<file path="src/rtl/tape_port_defines.svh">
`ifndef TAPE_PORT_DEFINES_SVH
`define TAPE_PORT_DEFINES_SVH

// clock rate and derived cycle counts
`define CLK_MHZ 50
`define T_DROP_US 1
`define T_EXC_US 3
`define T_EXC_CLR_US 10
`define T_STAT_MIN_US 20
`define T_STAT_MAX_US 500
`define T_CMD_MIN_US 50
`define T_REL_MIN_US 20
`define T_REL_MAX_US 100
`define T_BLOCK_GAP_US 100
`define T_ACK_SETUP_NS 70
`define T_POC_S 5
// least times round up, longest times round down
`define CYC_DROP ((`T_DROP_US * `CLK_MHZ) - 2)
`define CYC_EXC_CLR (`T_EXC_CLR_US * `CLK_MHZ + 1)
`define CYC_STAT_MIN (`T_STAT_MIN_US * `CLK_MHZ + 1)
`define CYC_CMD_MIN (`T_CMD_MIN_US * `CLK_MHZ + 1)
`define CYC_REL_MIN (`T_REL_MIN_US * `CLK_MHZ + 1)
`define CYC_GAP (`T_BLOCK_GAP_US * `CLK_MHZ + 1)
`define CYC_ACK_SETUP ((`T_ACK_SETUP_NS * `CLK_MHZ + 999) / 1000)
`define CYC_POC (`T_POC_S * 1000000 * `CLK_MHZ)
`define STATUS_BYTES 6

`endif

</file>
<file path="src/rtl/tape_port_pkg.sv">
package tape_port_pkg;

  typedef enum logic [3:0] {
    ST_RESET = 4'h0,
    ST_POC = 4'h1,
    ST_IDLE = 4'h2,
    ST_CMD_WAIT = 4'h3,
    ST_CMD_REL = 4'h4,
    ST_STAT_GAP = 4'h5,
    ST_STAT_BYTE = 4'h6,
    ST_STAT_REQ = 4'h7,
    ST_WR_XFER = 4'h8,
    ST_WR_ACK = 4'h9,
    ST_RD_OFFER = 4'ha,
    ST_RD_ACK = 4'hb,
    ST_RD_XFER = 4'hc,
    ST_MOTION = 4'hd,
    ST_END = 4'he
  } port_state_t;

  // command classes decoded by the controller firmware side
  typedef enum logic [2:0] {
    CMD_NONE = 3'h0,
    CMD_STATUS = 3'h1,
    CMD_SELECT = 3'h2,
    CMD_MOTION = 3'h3,
    CMD_WRITE = 3'h4,
    CMD_READ = 3'h5
  } cmd_class_t;

  // host-side pins as seen after synchronisation
  typedef struct packed {
    logic request;
    logic xfer;
    logic online;
    logic reset;
  } host_ctl_t;

  // device-driven handshake pins
  typedef struct packed {
    logic ready;
    logic ack;
    logic exception;
    logic dir_dev;
  } dev_ctl_t;

endpackage

</file>
<file path="src/rtl/tape_host_port.sv">
`include "tape_port_defines.svh"

module tape_host_port #(
  parameter int CLK_MHZ = `CLK_MHZ,
  parameter int POC_CYCLES = `CYC_POC,
  parameter int STAT_MAX_CYCLES = `T_STAT_MAX_US * `CLK_MHZ,
  parameter int BLOCK_BYTES = 512,
  parameter int FIFO_DEPTH = 8
) (
  // clock and reset
  input wire logic clk,
  input wire logic nrst,
  // host pins
  input wire logic request_pin,
  input wire logic xfer_pin,
  input wire logic online_pin,
  input wire logic host_reset_pin,
  input wire logic [7:0] data_in,
  output logic [7:0] data_out,
  output logic [7:0] data_oe_n,
  output logic ready,
  output logic ack,
  output logic exception,
  output logic dir_dev,
  // controller side
  input wire logic power_on_check,
  input wire logic poc_pass,
  input wire tape_port_pkg::cmd_class_t cmd_class,
  input wire logic motion_done,
  input wire logic read_last,
  input wire logic raise_exception,
  input wire logic [47:0] status_bytes,
  output logic [7:0] cmd_byte,
  output logic cmd_valid,
  // write data out of the port
  output logic wr_valid,
  input wire logic wr_ready,
  output logic [7:0] wr_data,
  // read data into the port
  input wire logic rd_valid,
  output logic rd_ready,
  input wire logic [7:0] rd_data
);

  localparam int CW = 32;

  tape_port_pkg::host_ctl_t hs;
  tape_port_pkg::port_state_t st_reg, st_next;
  tape_port_pkg::cmd_class_t cls_reg, cls_next;
  logic [CW-1:0] tmr_reg, tmr_next;
  logic [CW-1:0] aux_reg, aux_next;
  logic [2:0] sidx_reg, sidx_next;
  logic [15:0] bcnt_reg, bcnt_next;
  logic [7:0] dout_reg, dout_next, cmd_reg, cmd_next;
  logic rdy_reg, rdy_next, ack_reg, ack_next;
  logic exc_reg, exc_next, dir_reg, dir_next;
  logic cmdv_reg, cmdv_next, req_d_reg;
  logic rst_seen;
  logic fifo_in_valid, fifo_in_ready, push_w;

  // pins come from the host's domain
  pin_sync #(.WIDTH(4)) u_sync (
    .clk(clk),
    .nrst(nrst),
    .pin_in({request_pin, xfer_pin, online_pin, host_reset_pin}),
    .level_out(hs)
  );

  // write bytes buffer here; a full fifo holds off ack
  byte_fifo #(.WIDTH(8), .DEPTH(FIFO_DEPTH)) u_fifo (
    .clk(clk),
    .nrst(nrst),
    .flush(hs.reset),
    .in_valid(fifo_in_valid),
    .in_ready(fifo_in_ready),
    .in_data(data_in),
    .out_valid(wr_valid),
    .out_ready(wr_ready),
    .out_data(wr_data)
  );

  assign fifo_in_valid = push_w;
  assign rst_seen = hs.reset;

  // outputs straight from flops
  assign ready = rdy_reg;
  assign ack = ack_reg;
  assign exception = exc_reg;
  assign dir_dev = dir_reg;
  assign data_out = dout_reg;
  assign data_oe_n = dir_reg ? 8'h00 : 8'hff;
  assign cmd_byte = cmd_reg;
  assign cmd_valid = cmdv_reg;

  // one handshake engine; tmr counts cycles since the last event
  always_comb begin
    st_next = st_reg;
    cls_next = cls_reg;
    tmr_next = (tmr_reg == '1) ? tmr_reg : tmr_reg + 1'b1;
    aux_next = (aux_reg == '1) ? aux_reg : aux_reg + 1'b1;
    sidx_next = sidx_reg;
    bcnt_next = bcnt_reg;
    dout_next = dout_reg;
    cmd_next = cmd_reg;
    rdy_next = rdy_reg;
    ack_next = ack_reg;
    exc_next = exc_reg || raise_exception;
    dir_next = dir_reg;
    cmdv_next = 1'b0;
    push_w = 1'b0;
    rd_ready = 1'b0;
    case (st_reg)
      tape_port_pkg::ST_RESET: begin
        // host holds reset past 25 us; we only wait for release
        if (!hs.reset) begin
          tmr_next = '0;
          if (power_on_check) begin
            exc_next = 1'b0;
            st_next = tape_port_pkg::ST_POC;
          end else begin
            rdy_next = 1'b1;
            st_next = tape_port_pkg::ST_IDLE;
          end
        end
      end
      tape_port_pkg::ST_POC: begin
        // check passes, or the window closes; either way report
        if (poc_pass || tmr_reg >= CW'(POC_CYCLES - 1)) begin
          exc_next = 1'b1;
          rdy_next = 1'b1;
          st_next = tape_port_pkg::ST_IDLE;
        end
      end
      tape_port_pkg::ST_IDLE: begin
        // command byte is valid when request rises
        if (hs.request && !req_d_reg) begin
          cmd_next = data_in;
          cmdv_next = 1'b1;
          tmr_next = '0;
          aux_next = '0;
          st_next = tape_port_pkg::ST_CMD_WAIT;
        end
      end
      tape_port_pkg::ST_CMD_WAIT: begin
        // class arrives from the controller a cycle after the byte
        if (aux_reg == CW'(1)) begin
          cls_next = cmd_class;
          rdy_next = 1'b0;
          if (cmd_class == tape_port_pkg::CMD_STATUS) begin
            exc_next = raise_exception; // a new exception in this cycle survives
          end
          tmr_next = '0;
        end else if (aux_reg > CW'(1)) begin
          // stays low while controller is busy; stretches allowed
          case (cls_reg)
            tape_port_pkg::CMD_STATUS: begin
              if (tmr_reg >= CW'(`CYC_EXC_CLR) && aux_reg >= CW'(`CYC_STAT_MIN)) begin
                rdy_next = 1'b1;
                st_next = tape_port_pkg::ST_CMD_REL;
              end
            end
            tape_port_pkg::CMD_SELECT: begin
              if (tmr_reg >= CW'(`CYC_CMD_MIN)) begin
                rdy_next = 1'b1;
                st_next = tape_port_pkg::ST_CMD_REL;
              end
            end
            tape_port_pkg::CMD_NONE: begin
              if (tmr_reg >= CW'(STAT_MAX_CYCLES)) begin
                rdy_next = 1'b1;
                st_next = tape_port_pkg::ST_CMD_REL;
              end
            end
            default: begin
              if (tmr_reg >= CW'(`CYC_STAT_MIN)) begin
                rdy_next = 1'b1;
                st_next = tape_port_pkg::ST_CMD_REL;
              end
            end
          endcase
        end
      end
      tape_port_pkg::ST_CMD_REL: begin
        // ready falls 20-100 us after request falls
        if (hs.request) begin
          tmr_next = '0;
        end else if (tmr_reg == CW'(`CYC_REL_MIN)) begin
          rdy_next = 1'b0;
          tmr_next = '0;
          bcnt_next = '0;
          case (cls_reg)
            tape_port_pkg::CMD_STATUS: begin
              sidx_next = '0;
              st_next = tape_port_pkg::ST_STAT_GAP;
            end
            tape_port_pkg::CMD_WRITE: begin
              st_next = tape_port_pkg::ST_WR_XFER;
            end
            tape_port_pkg::CMD_READ: begin
              dir_next = 1'b1;
              st_next = tape_port_pkg::ST_RD_OFFER;
            end
            tape_port_pkg::CMD_MOTION: begin
              st_next = tape_port_pkg::ST_MOTION;
            end
            default: begin
              st_next = tape_port_pkg::ST_END;
            end
          endcase
        end
      end
      tape_port_pkg::ST_STAT_GAP: begin
        // turn bus and present the byte, then ready
        dir_next = 1'b1;
        dout_next = status_bytes[8*(5 - 32'(sidx_reg)) +: 8];
        if (tmr_reg >= CW'(`CYC_REL_MIN)) begin
          rdy_next = 1'b1;
          st_next = tape_port_pkg::ST_STAT_BYTE;
        end
      end
      tape_port_pkg::ST_STAT_BYTE: begin
        // byte stays on the bus while request is high
        if (hs.request) begin
          rdy_next = 1'b0;
          st_next = tape_port_pkg::ST_STAT_REQ;
        end
      end
      tape_port_pkg::ST_STAT_REQ: begin
        if (!hs.request) begin
          tmr_next = '0;
          if (sidx_reg == 3'(`STATUS_BYTES - 1)) begin
            dir_next = 1'b0;
            st_next = tape_port_pkg::ST_END;
          end else begin
            sidx_next = sidx_reg + 1'b1;
            st_next = tape_port_pkg::ST_STAT_GAP;
          end
        end
      end
      tape_port_pkg::ST_WR_XFER: begin
        // gap after last ack of a block before ready
        if (!hs.online) begin
          st_next = tape_port_pkg::ST_END;
        end else if (!rdy_reg && tmr_reg >= CW'(`CYC_GAP) && bcnt_reg == '0) begin
          rdy_next = 1'b1;
        end else if (hs.xfer && fifo_in_ready) begin
          push_w = 1'b1;
          rdy_next = 1'b0;
          ack_next = 1'b1;
          st_next = tape_port_pkg::ST_WR_ACK;
        end
      end
      tape_port_pkg::ST_WR_ACK: begin
        if (!hs.xfer) begin
          ack_next = 1'b0;
          tmr_next = '0;
          bcnt_next = (bcnt_reg == 16'(BLOCK_BYTES - 1)) ? '0 : bcnt_reg + 1'b1;
          st_next = tape_port_pkg::ST_WR_XFER;
        end
      end
      tape_port_pkg::ST_RD_OFFER: begin
        // next byte on bus, ready only at block start
        if (read_last || !hs.online) begin
          exc_next = 1'b1;
          st_next = tape_port_pkg::ST_END;
        end else if (rd_valid && (bcnt_reg != '0 || tmr_reg >= CW'(`CYC_GAP))) begin
          rd_ready = 1'b1;
          dout_next = rd_data;
          rdy_next = (bcnt_reg == '0);
          tmr_next = '0;
          st_next = tape_port_pkg::ST_RD_ACK;
        end
      end
      tape_port_pkg::ST_RD_ACK: begin
        if (tmr_reg >= CW'(`CYC_ACK_SETUP)) begin
          ack_next = 1'b1;
          st_next = tape_port_pkg::ST_RD_XFER;
        end
      end
      tape_port_pkg::ST_RD_XFER: begin
        if (hs.xfer) begin
          rdy_next = 1'b0;
          ack_next = 1'b0;
        end else if (!ack_reg) begin
          tmr_next = '0;
          bcnt_next = (bcnt_reg == 16'(BLOCK_BYTES - 1)) ? '0 : bcnt_reg + 1'b1;
          st_next = tape_port_pkg::ST_RD_OFFER;
        end
      end
      tape_port_pkg::ST_MOTION: begin
        // ready returns once motion ends, 20 us after it fell
        if (motion_done && tmr_reg >= CW'(`CYC_REL_MIN)) begin
          rdy_next = 1'b1;
          st_next = tape_port_pkg::ST_IDLE;
        end
      end
      tape_port_pkg::ST_END: begin
        // bus back to host, then ready for a new command
        dir_next = 1'b0;
        ack_next = 1'b0;
        if (!dir_reg && tmr_reg >= CW'(`CYC_REL_MIN)) begin
          rdy_next = 1'b1;
          cls_next = tape_port_pkg::CMD_NONE;
          st_next = tape_port_pkg::ST_IDLE;
        end
      end
      default: begin
        st_next = tape_port_pkg::ST_RESET;
      end
    endcase
    // host reset overrides the state, handshake, direction and fifo push: quiet port, exception up
    if (rst_seen) begin
      st_next = tape_port_pkg::ST_RESET;
      cls_next = tape_port_pkg::CMD_NONE;
      rdy_next = 1'b0;
      ack_next = 1'b0;
      exc_next = 1'b1;
      dir_next = 1'b0;
      push_w = 1'b0;
    end
  end

  always_ff @(posedge clk or negedge nrst) begin
    if (!nrst) begin
      st_reg <= tape_port_pkg::ST_RESET;
      cls_reg <= tape_port_pkg::CMD_NONE;
      tmr_reg <= '0;
      aux_reg <= '0;
      sidx_reg <= '0;
      bcnt_reg <= '0;
      dout_reg <= 8'h00;
      cmd_reg <= 8'h00;
      rdy_reg <= 1'b0;
      ack_reg <= 1'b0;
      exc_reg <= 1'b1;
      dir_reg <= 1'b0;
      cmdv_reg <= 1'b0;
      req_d_reg <= 1'b0;
    end else begin
      st_reg <= st_next;
      cls_reg <= cls_next;
      tmr_reg <= tmr_next;
      aux_reg <= aux_next;
      sidx_reg <= sidx_next;
      bcnt_reg <= bcnt_next;
      dout_reg <= dout_next;
      cmd_reg <= cmd_next;
      rdy_reg <= rdy_next;
      ack_reg <= ack_next;
      exc_reg <= exc_next;
      dir_reg <= dir_next;
      cmdv_reg <= cmdv_next;
      req_d_reg <= hs.request;
    end
  end

endmodule

</file>
<file path="src/rtl/pin_sync.sv">
// three flops; a change counts once the last two agree
module pin_sync #(
  parameter int WIDTH = 4
) (
  // clock and reset
  input wire logic clk,
  input wire logic nrst,
  // pins and filtered result
  input wire logic [WIDTH-1:0] pin_in,
  output logic [WIDTH-1:0] level_out
);

  logic [WIDTH-1:0] s1_reg, s2_reg, s3_reg, lvl_reg;
  logic [WIDTH-1:0] lvl_next;

  // keep the old level while the two late flops disagree
  always_comb begin
    lvl_next = lvl_reg;
    for (int i = 0; i < WIDTH; i++) begin
      if (s2_reg[i] == s3_reg[i]) begin
        lvl_next[i] = s2_reg[i];
      end
    end
  end

  always_ff @(posedge clk or negedge nrst) begin
    if (!nrst) begin
      s1_reg <= '0;
      s2_reg <= '0;
      s3_reg <= '0;
      lvl_reg <= '0;
    end else begin
      s1_reg <= pin_in;
      s2_reg <= s1_reg;
      s3_reg <= s2_reg;
      lvl_reg <= lvl_next;
    end
  end

  assign level_out = lvl_reg;

endmodule

</file>
<file path="src/rtl/byte_fifo.sv">
// flip-flop fifo, valid/ready on both sides
module byte_fifo #(
  parameter int WIDTH = 8,
  parameter int DEPTH = 8
) (
  // clock and reset
  input wire logic clk,
  input wire logic nrst,
  input wire logic flush,
  // fill side
  input wire logic in_valid,
  output logic in_ready,
  input wire logic [WIDTH-1:0] in_data,
  // drain side
  output logic out_valid,
  input wire logic out_ready,
  output logic [WIDTH-1:0] out_data
);

  localparam int AW = $clog2(DEPTH);

  logic [WIDTH-1:0] mem_reg [DEPTH];
  logic [AW-1:0] wr_reg, wr_next, rd_reg, rd_next;
  logic [AW:0] cnt_reg, cnt_next;
  logic push, pop;

  assign in_ready = (cnt_reg != (AW+1)'(DEPTH));
  assign out_valid = (cnt_reg != '0);
  assign out_data = mem_reg[rd_reg];
  assign push = in_valid && in_ready;
  assign pop = out_valid && out_ready;

  // pointers wrap at depth, which need not be a power of two
  always_comb begin
    wr_next = wr_reg;
    rd_next = rd_reg;
    cnt_next = cnt_reg;
    if (push) begin
      wr_next = (wr_reg == AW'(DEPTH - 1)) ? '0 : wr_reg + 1'b1;
    end
    if (pop) begin
      rd_next = (rd_reg == AW'(DEPTH - 1)) ? '0 : rd_reg + 1'b1;
    end
    if (push && !pop) begin
      cnt_next = cnt_reg + 1'b1;
    end else if (pop && !push) begin
      cnt_next = cnt_reg - 1'b1;
    end
    if (flush) begin
      wr_next = '0;
      rd_next = '0;
      cnt_next = '0;
    end
  end

  always_ff @(posedge clk or negedge nrst) begin
    if (!nrst) begin
      wr_reg <= '0;
      rd_reg <= '0;
      cnt_reg <= '0;
    end else begin
      wr_reg <= wr_next;
      rd_reg <= rd_next;
      cnt_reg <= cnt_next;
    end
  end

  // storage has no reset; only written on push
  always_ff @(posedge clk) begin
    if (push) begin
      mem_reg[wr_reg] <= in_data;
    end
  end

endmodule

</file>
<file path="config.mk">
export PLATFORM = sky130hd
export DESIGN_NAME = tape_host_port
export DESIGN_NICKNAME = d
export VERILOG_FILES = /design/src/rtl/tape_port_pkg.sv /design/src/rtl/tape_host_port.sv /design/src/rtl/pin_sync.sv /design/src/rtl/byte_fifo.sv
export VERILOG_INCLUDE_DIRS = /design/src /design/src/rtl
export SDC_FILE = /design/constraint.sdc
export NUM_CORES = 1
export LEC_CHECK = 0
export BUFFER_PORTS_ARGS = -buffer_cell sky130_fd_sc_hd__buf_2
export CORE_ASPECT_RATIO = 1.4
export CORE_MARGIN = 2
export CORE_UTILIZATION = 40
export CTS_CLUSTER_DIAMETER = 200
export DETAILED_ROUTE_END_ITERATION = 8
export PLACE_DENSITY_LB_ADDON = 0.25
export SYNTH_ARGS = -nofsm -noshare
export SYNTH_HDL_FRONTEND = slang
export SYNTH_SLANG_ARGS = --single-unit
</file>
<file path="constraint.sdc">
create_clock -name clk -period 3.4 [get_ports clk]
set_input_delay 0.68 -clock clk [delete_from_list [all_inputs] [get_ports clk]]
set_output_delay 0.68 -clock clk [all_outputs]
set_load 0.03 [all_outputs]
</file>
==> summary.log <==
qor: setup_path.regToRegStartpoint tmr_reg[1]
qor: setup_path.path_max_fanout 3
qor: yosys.syn-num-nets 1,172
qor: grt.maximum_number_of_pins_on_one_net_before_global_route_repair 64
qor: setup_path.max_stage_delay 0.39 ns
qor: setup_path.path_class register to register
qor: clock_tree.clk-insertion-delay-late 0.51 ns
qor: clock_tree.tritoncts_num_sinks 202
qor: timing.timing_hold_violations_final 0
qor: setup_path.regToRegEndpoint u_fifo.cnt_reg[3]
qor: yosys.dominant_synthesized_flop_cell sky130_fd_sc_hd__dfrtp_1
qor: detailed_routing.detail_route.vias_per_cell 5.57
qor: clock_tree.clkSlewWorstSetupHoldPaths 0.06 ns
qor: setup_path.critPathRequiredTime 3.79 ns
qor: power_and_ir_drop.power.leakage 5.38 nW
qor: cells_and_area.share_of_layout_cells_above_drive_strength_1 23.8%
qor: detailed_routing.detail_route.iter0.violations 521
qor: clock_tree.htree_num_levels 1
qor: power_and_ir_drop.peakVddDrop 395 uV
qor: cells_and_area.fin_nets 1,313
qor: power_and_ir_drop.power_density 647 mW/mm2
qor: floorplan.num_io_pins 119
qor: timing.tns 0 ns
qor: setup_path.rr_worst_depth 14
qor: clock_tree.ctsHoldBuffers 0
qor: timing.setup_viol 0
qor: timing.worstMarginPinSlew 0.961 ns
qor: clock_tree.cts.path.max_buffers 3
qor: yosys.yosysWarnings 0
qor: floorplan.die_width 145 um
qor: setup_path.r2r_slack 0.11 ns
qor: clock_tree.cts_inserted_buffers 22
qor: detailed_routing.routed_wl 28.9 mm
qor: floorplan.floorplan.die.height 201 um
qor: placement.numPortBuffers 118
qor: setup_path.critPathCaptureType register
qor: yosys.ys_seq_area_share 48.6%
qor: yosys.synth_seq_cells 202
qor: floorplan.floorplan.rows 72
qor: yosys.syn-instance-count 1,073
qor: grt.number_of_global_route_vias_before_repair 8,742
qor: yosys.synth.cells.most_frequent sky130_fd_sc_hd__dfrtp_1, sky130_fd_sc_hd__nor2_1, sky130_fd_sc_hd__nand2_1, sky130_fd_sc_hd__edfxtp_1, sky130_fd_sc_hd__o21ai_0
qor: timing.slew_viol_final 0
qor: timing.slew_headroom 35.0%
qor: timing.fmaxAchievable 304 MHz
qor: detailed_routing.vias 8,913
qor: cells_and_area.number_of_flip_flops_under_the_largest_register_name 64
qor: run_status.outcome completed
qor: detailed_routing.drc_errors 0
qor: yosys.post_synth_num_cell_types 84
qor: yosys.synth_most_common_cell sky130_fd_sc_hd__dfrtp_1
qor: grt.grt_antenna_before_repair 0
qor: cells_and_area.area_delta_synth_final 18.7%
qor: worst_hold_path.min_path_type input pin to asynchronous set/reset pin
qor: placement.globalplace.congestion 1.01
qor: setup_path.crit_path_frequent_cell sky130_fd_sc_hd__a21o_1
qor: job.max_cap_viol_count 0
qor: setup_path.critical_path.endpoint u_fifo.cnt_reg[3]
qor: placement.hpwl 20.7 mm
qor: cells_and_area.utilization 47.8%
qor: cells_and_area.antennaDiodeCount 0
qor: yosys.post-synth-top-area-fraction 31.0%
qor: yosys.post-synth-top-area-cell sky130_fd_sc_hd__dfrtp_1
qor: grt.grt_util_all_layers 19.9%
qor: yosys.synth-edff-count 64
qor: setup_path.critical_path.cell_chain inv_2 > ha_4 > or3b_4 > a2111oi_4 > o2111ai_2 > a211oi_2 > nand2_1 > ha_1 > a21o_1 > a21o_1 > and2_1 > mux2_4 > mux2i_1 > o21ai_1
qor: yosys.syn-mean-instance-area 10.3 um2
qor: detailed_routing.routedWlPerCell 18.0 um
qor: grt.grt_overflow_total 0
qor: timing.fin_skew 0.0160 ns
qor: yosys.mappedNetlistArea 0.0111 mm2
qor: detailed_routing.ant_nets 0
qor: grt.grt_pass1_wl 46.4 mm
qor: power_and_ir_drop.report.power.total 0.00850 W
qor: timing.fin_crit_sh 96.8%
qor: detailed_routing.first_pass_iteration_count_of_the_detailed_router 5
qor: timing.rsz0062_at_grt yes
qor: setup_path.critPathLaunchType register
qor: floorplan.design.core.area 0.0275 mm2
qor: floorplan.floorplan.initialDensity 40.3%
qor: yosys.async_s_r_ff_share_synth 68.3%
qor: clock_tree.tritoncts done
qor: setup_path.worstSetupStartpoint tmr_reg[1]
qor: timing.final_critical_period 3.29 ns
qor: clock_tree.cts.root.buffer_cell sky130_fd_sc_hd__clkbuf_16
qor: yosys.post_synth_main_area_contributors sky130_fd_sc_hd__dfrtp_1, sky130_fd_sc_hd__edfxtp_1, sky130_fd_sc_hd__mux4_2
qor: setup_path.slowest_stage sky130_fd_sc_hd__dfrtp_1
qor: setup_path.worstPathArrival 3.68 ns
qor: floorplan.design.die.area 0.0290 mm2
cells by family after synthesis:
logic type | count (synthesis) | share of synthesized area [%]
AOI/OAI and AO/OA | 183 | 11.2
xor gates and xnor gates | 60 | 4.75
adders and majority gates | 24 | 2.67
buffers and inverters | 89 | 3.40
DFF | 202 | 48.6
muxes | 63 | 8.74
and+or+nand+nor | 452 | 20.7
cell type report:
cell class	instances	area, um2
fill	2545	14300
multi-input combinational	782	5400
sequential	202	5380
timing repair buffer	179	1090
clock buffer	30	612
tap	370	463
clock inverter	10	108
inverter	27	101
what timing repair did:
| item | 4_1_cts | 5_1_grt |
|---|---|---|
| setup buffers | 5 | 4 |
| setup endpoints to repair | 2 | 2 |
| pin swaps | 5 | 11 |
| hold endpoints to repair | 0 | 0 |
| resized for setup | 12 | 2 |
cell usage in the layout (no fill, tap or decap), types with 15 or more instances in the layout:
cell                        Yosys  layout
sky130_fd_sc_hd__buf_4          7      58
sky130_fd_sc_hd__clkbuf_16      0      23
sky130_fd_sc_hd__nor3_1        25      25
sky130_fd_sc_hd__xor2_1        34      34
sky130_fd_sc_hd__nand3_1       38      38
sky130_fd_sc_hd__a21oi_1       30      29
sky130_fd_sc_hd__inv_1         25      23
sky130_fd_sc_hd__ha_1          18      16
sky130_fd_sc_hd__mux4_2        24      24
sky130_fd_sc_hd__o21ai_0       51      51
sky130_fd_sc_hd__xnor2_1       26      26
sky130_fd_sc_hd__nand2_1      101     101
sky130_fd_sc_hd__dfrtp_1      137     137
sky130_fd_sc_hd__mux2_2        25      24
sky130_fd_sc_hd__nor4_1        21      20
sky130_fd_sc_hd__edfxtp_1      64      64
sky130_fd_sc_hd__buf_2          7     116
sky130_fd_sc_hd__and3_1        15      15
sky130_fd_sc_hd__nand4_1       23      23
sky130_fd_sc_hd__nor2_1       134     133
routing by layer:
| metal | GRT usage, % | part of all wire, % | up-vias |
|---|---|---|---|
| li1 | - | - | 4222 |
| met1 | 26.0 | 42 | 4356 |
| met2 | 33.4 | 50 | 267 |
| met3 | 2.17 | 4.1 | 68 |
| met4 | 8.29 | 3.9 | 0 |
| met5 | 0 | 0 | - |
worst min path at each step:
| stage | start | end | slack [ns] | depth (start not counted) |
|---|---|---|---|---|
| 2_1_floorplan | u_sync.s1_reg[0] | u_sync.s2_reg[0] | 0.33 | 0 |
| 3_3_place_gp | u_sync.s1_reg[2] | u_sync.s2_reg[2] | 0.33 | 0 |
| 3_5_place_dp | u_sync.s1_reg[2] | u_sync.s2_reg[2] | 0.34 | 0 |
| 4_1_cts | nrst | data_out[7] | 0.12 | 1 |
| 5_1_grt | nrst | data_out[7] | 0.13 | 1 |
| 6_report | nrst | data_out[7] | 0.11 | 1 |
critical path, delay by kind of cell, from the launching register on:
kind | cells | cell delay (ns)
compound gates | 6 | 1.21
fa+ha+maj | 2 | 0.45
buf+inv | 1 | 0.11
flops | 1 | 0.39
mux | 2 | 0.37
simple gates | 3 | 0.66
per-stage QoR:
stage | cells | area, um2 | worst slack, ns | hold WS [ns]
2_1_floorplan | 1073 | 11100 | 0.0478 | 0.331
3_3_place_gp | 1551 | 12300 | 0.0716 | 0.332
3_5_place_dp | 1551 | 12300 | 0.0316 | 0.336
4_1_cts | 1596 | 13100 | 0.00228 | 0.118
5_1_grt | 1600 | 13100 | -0.107 | 0.133
6_report | 1600 | 13100 | 0.108 | 0.109
power by group:
| part | internal [W] | switching [W] | total, W |
|---|---|---|---|
| combinational | 0.00125 | 0.00187 | 0.00311 |
| clock | 0.00142 | 0.000967 | 0.00238 |
| sequential | 0.00275 | 0.000248 | 0.00300 |
Power figures use the tool's default switching activity.
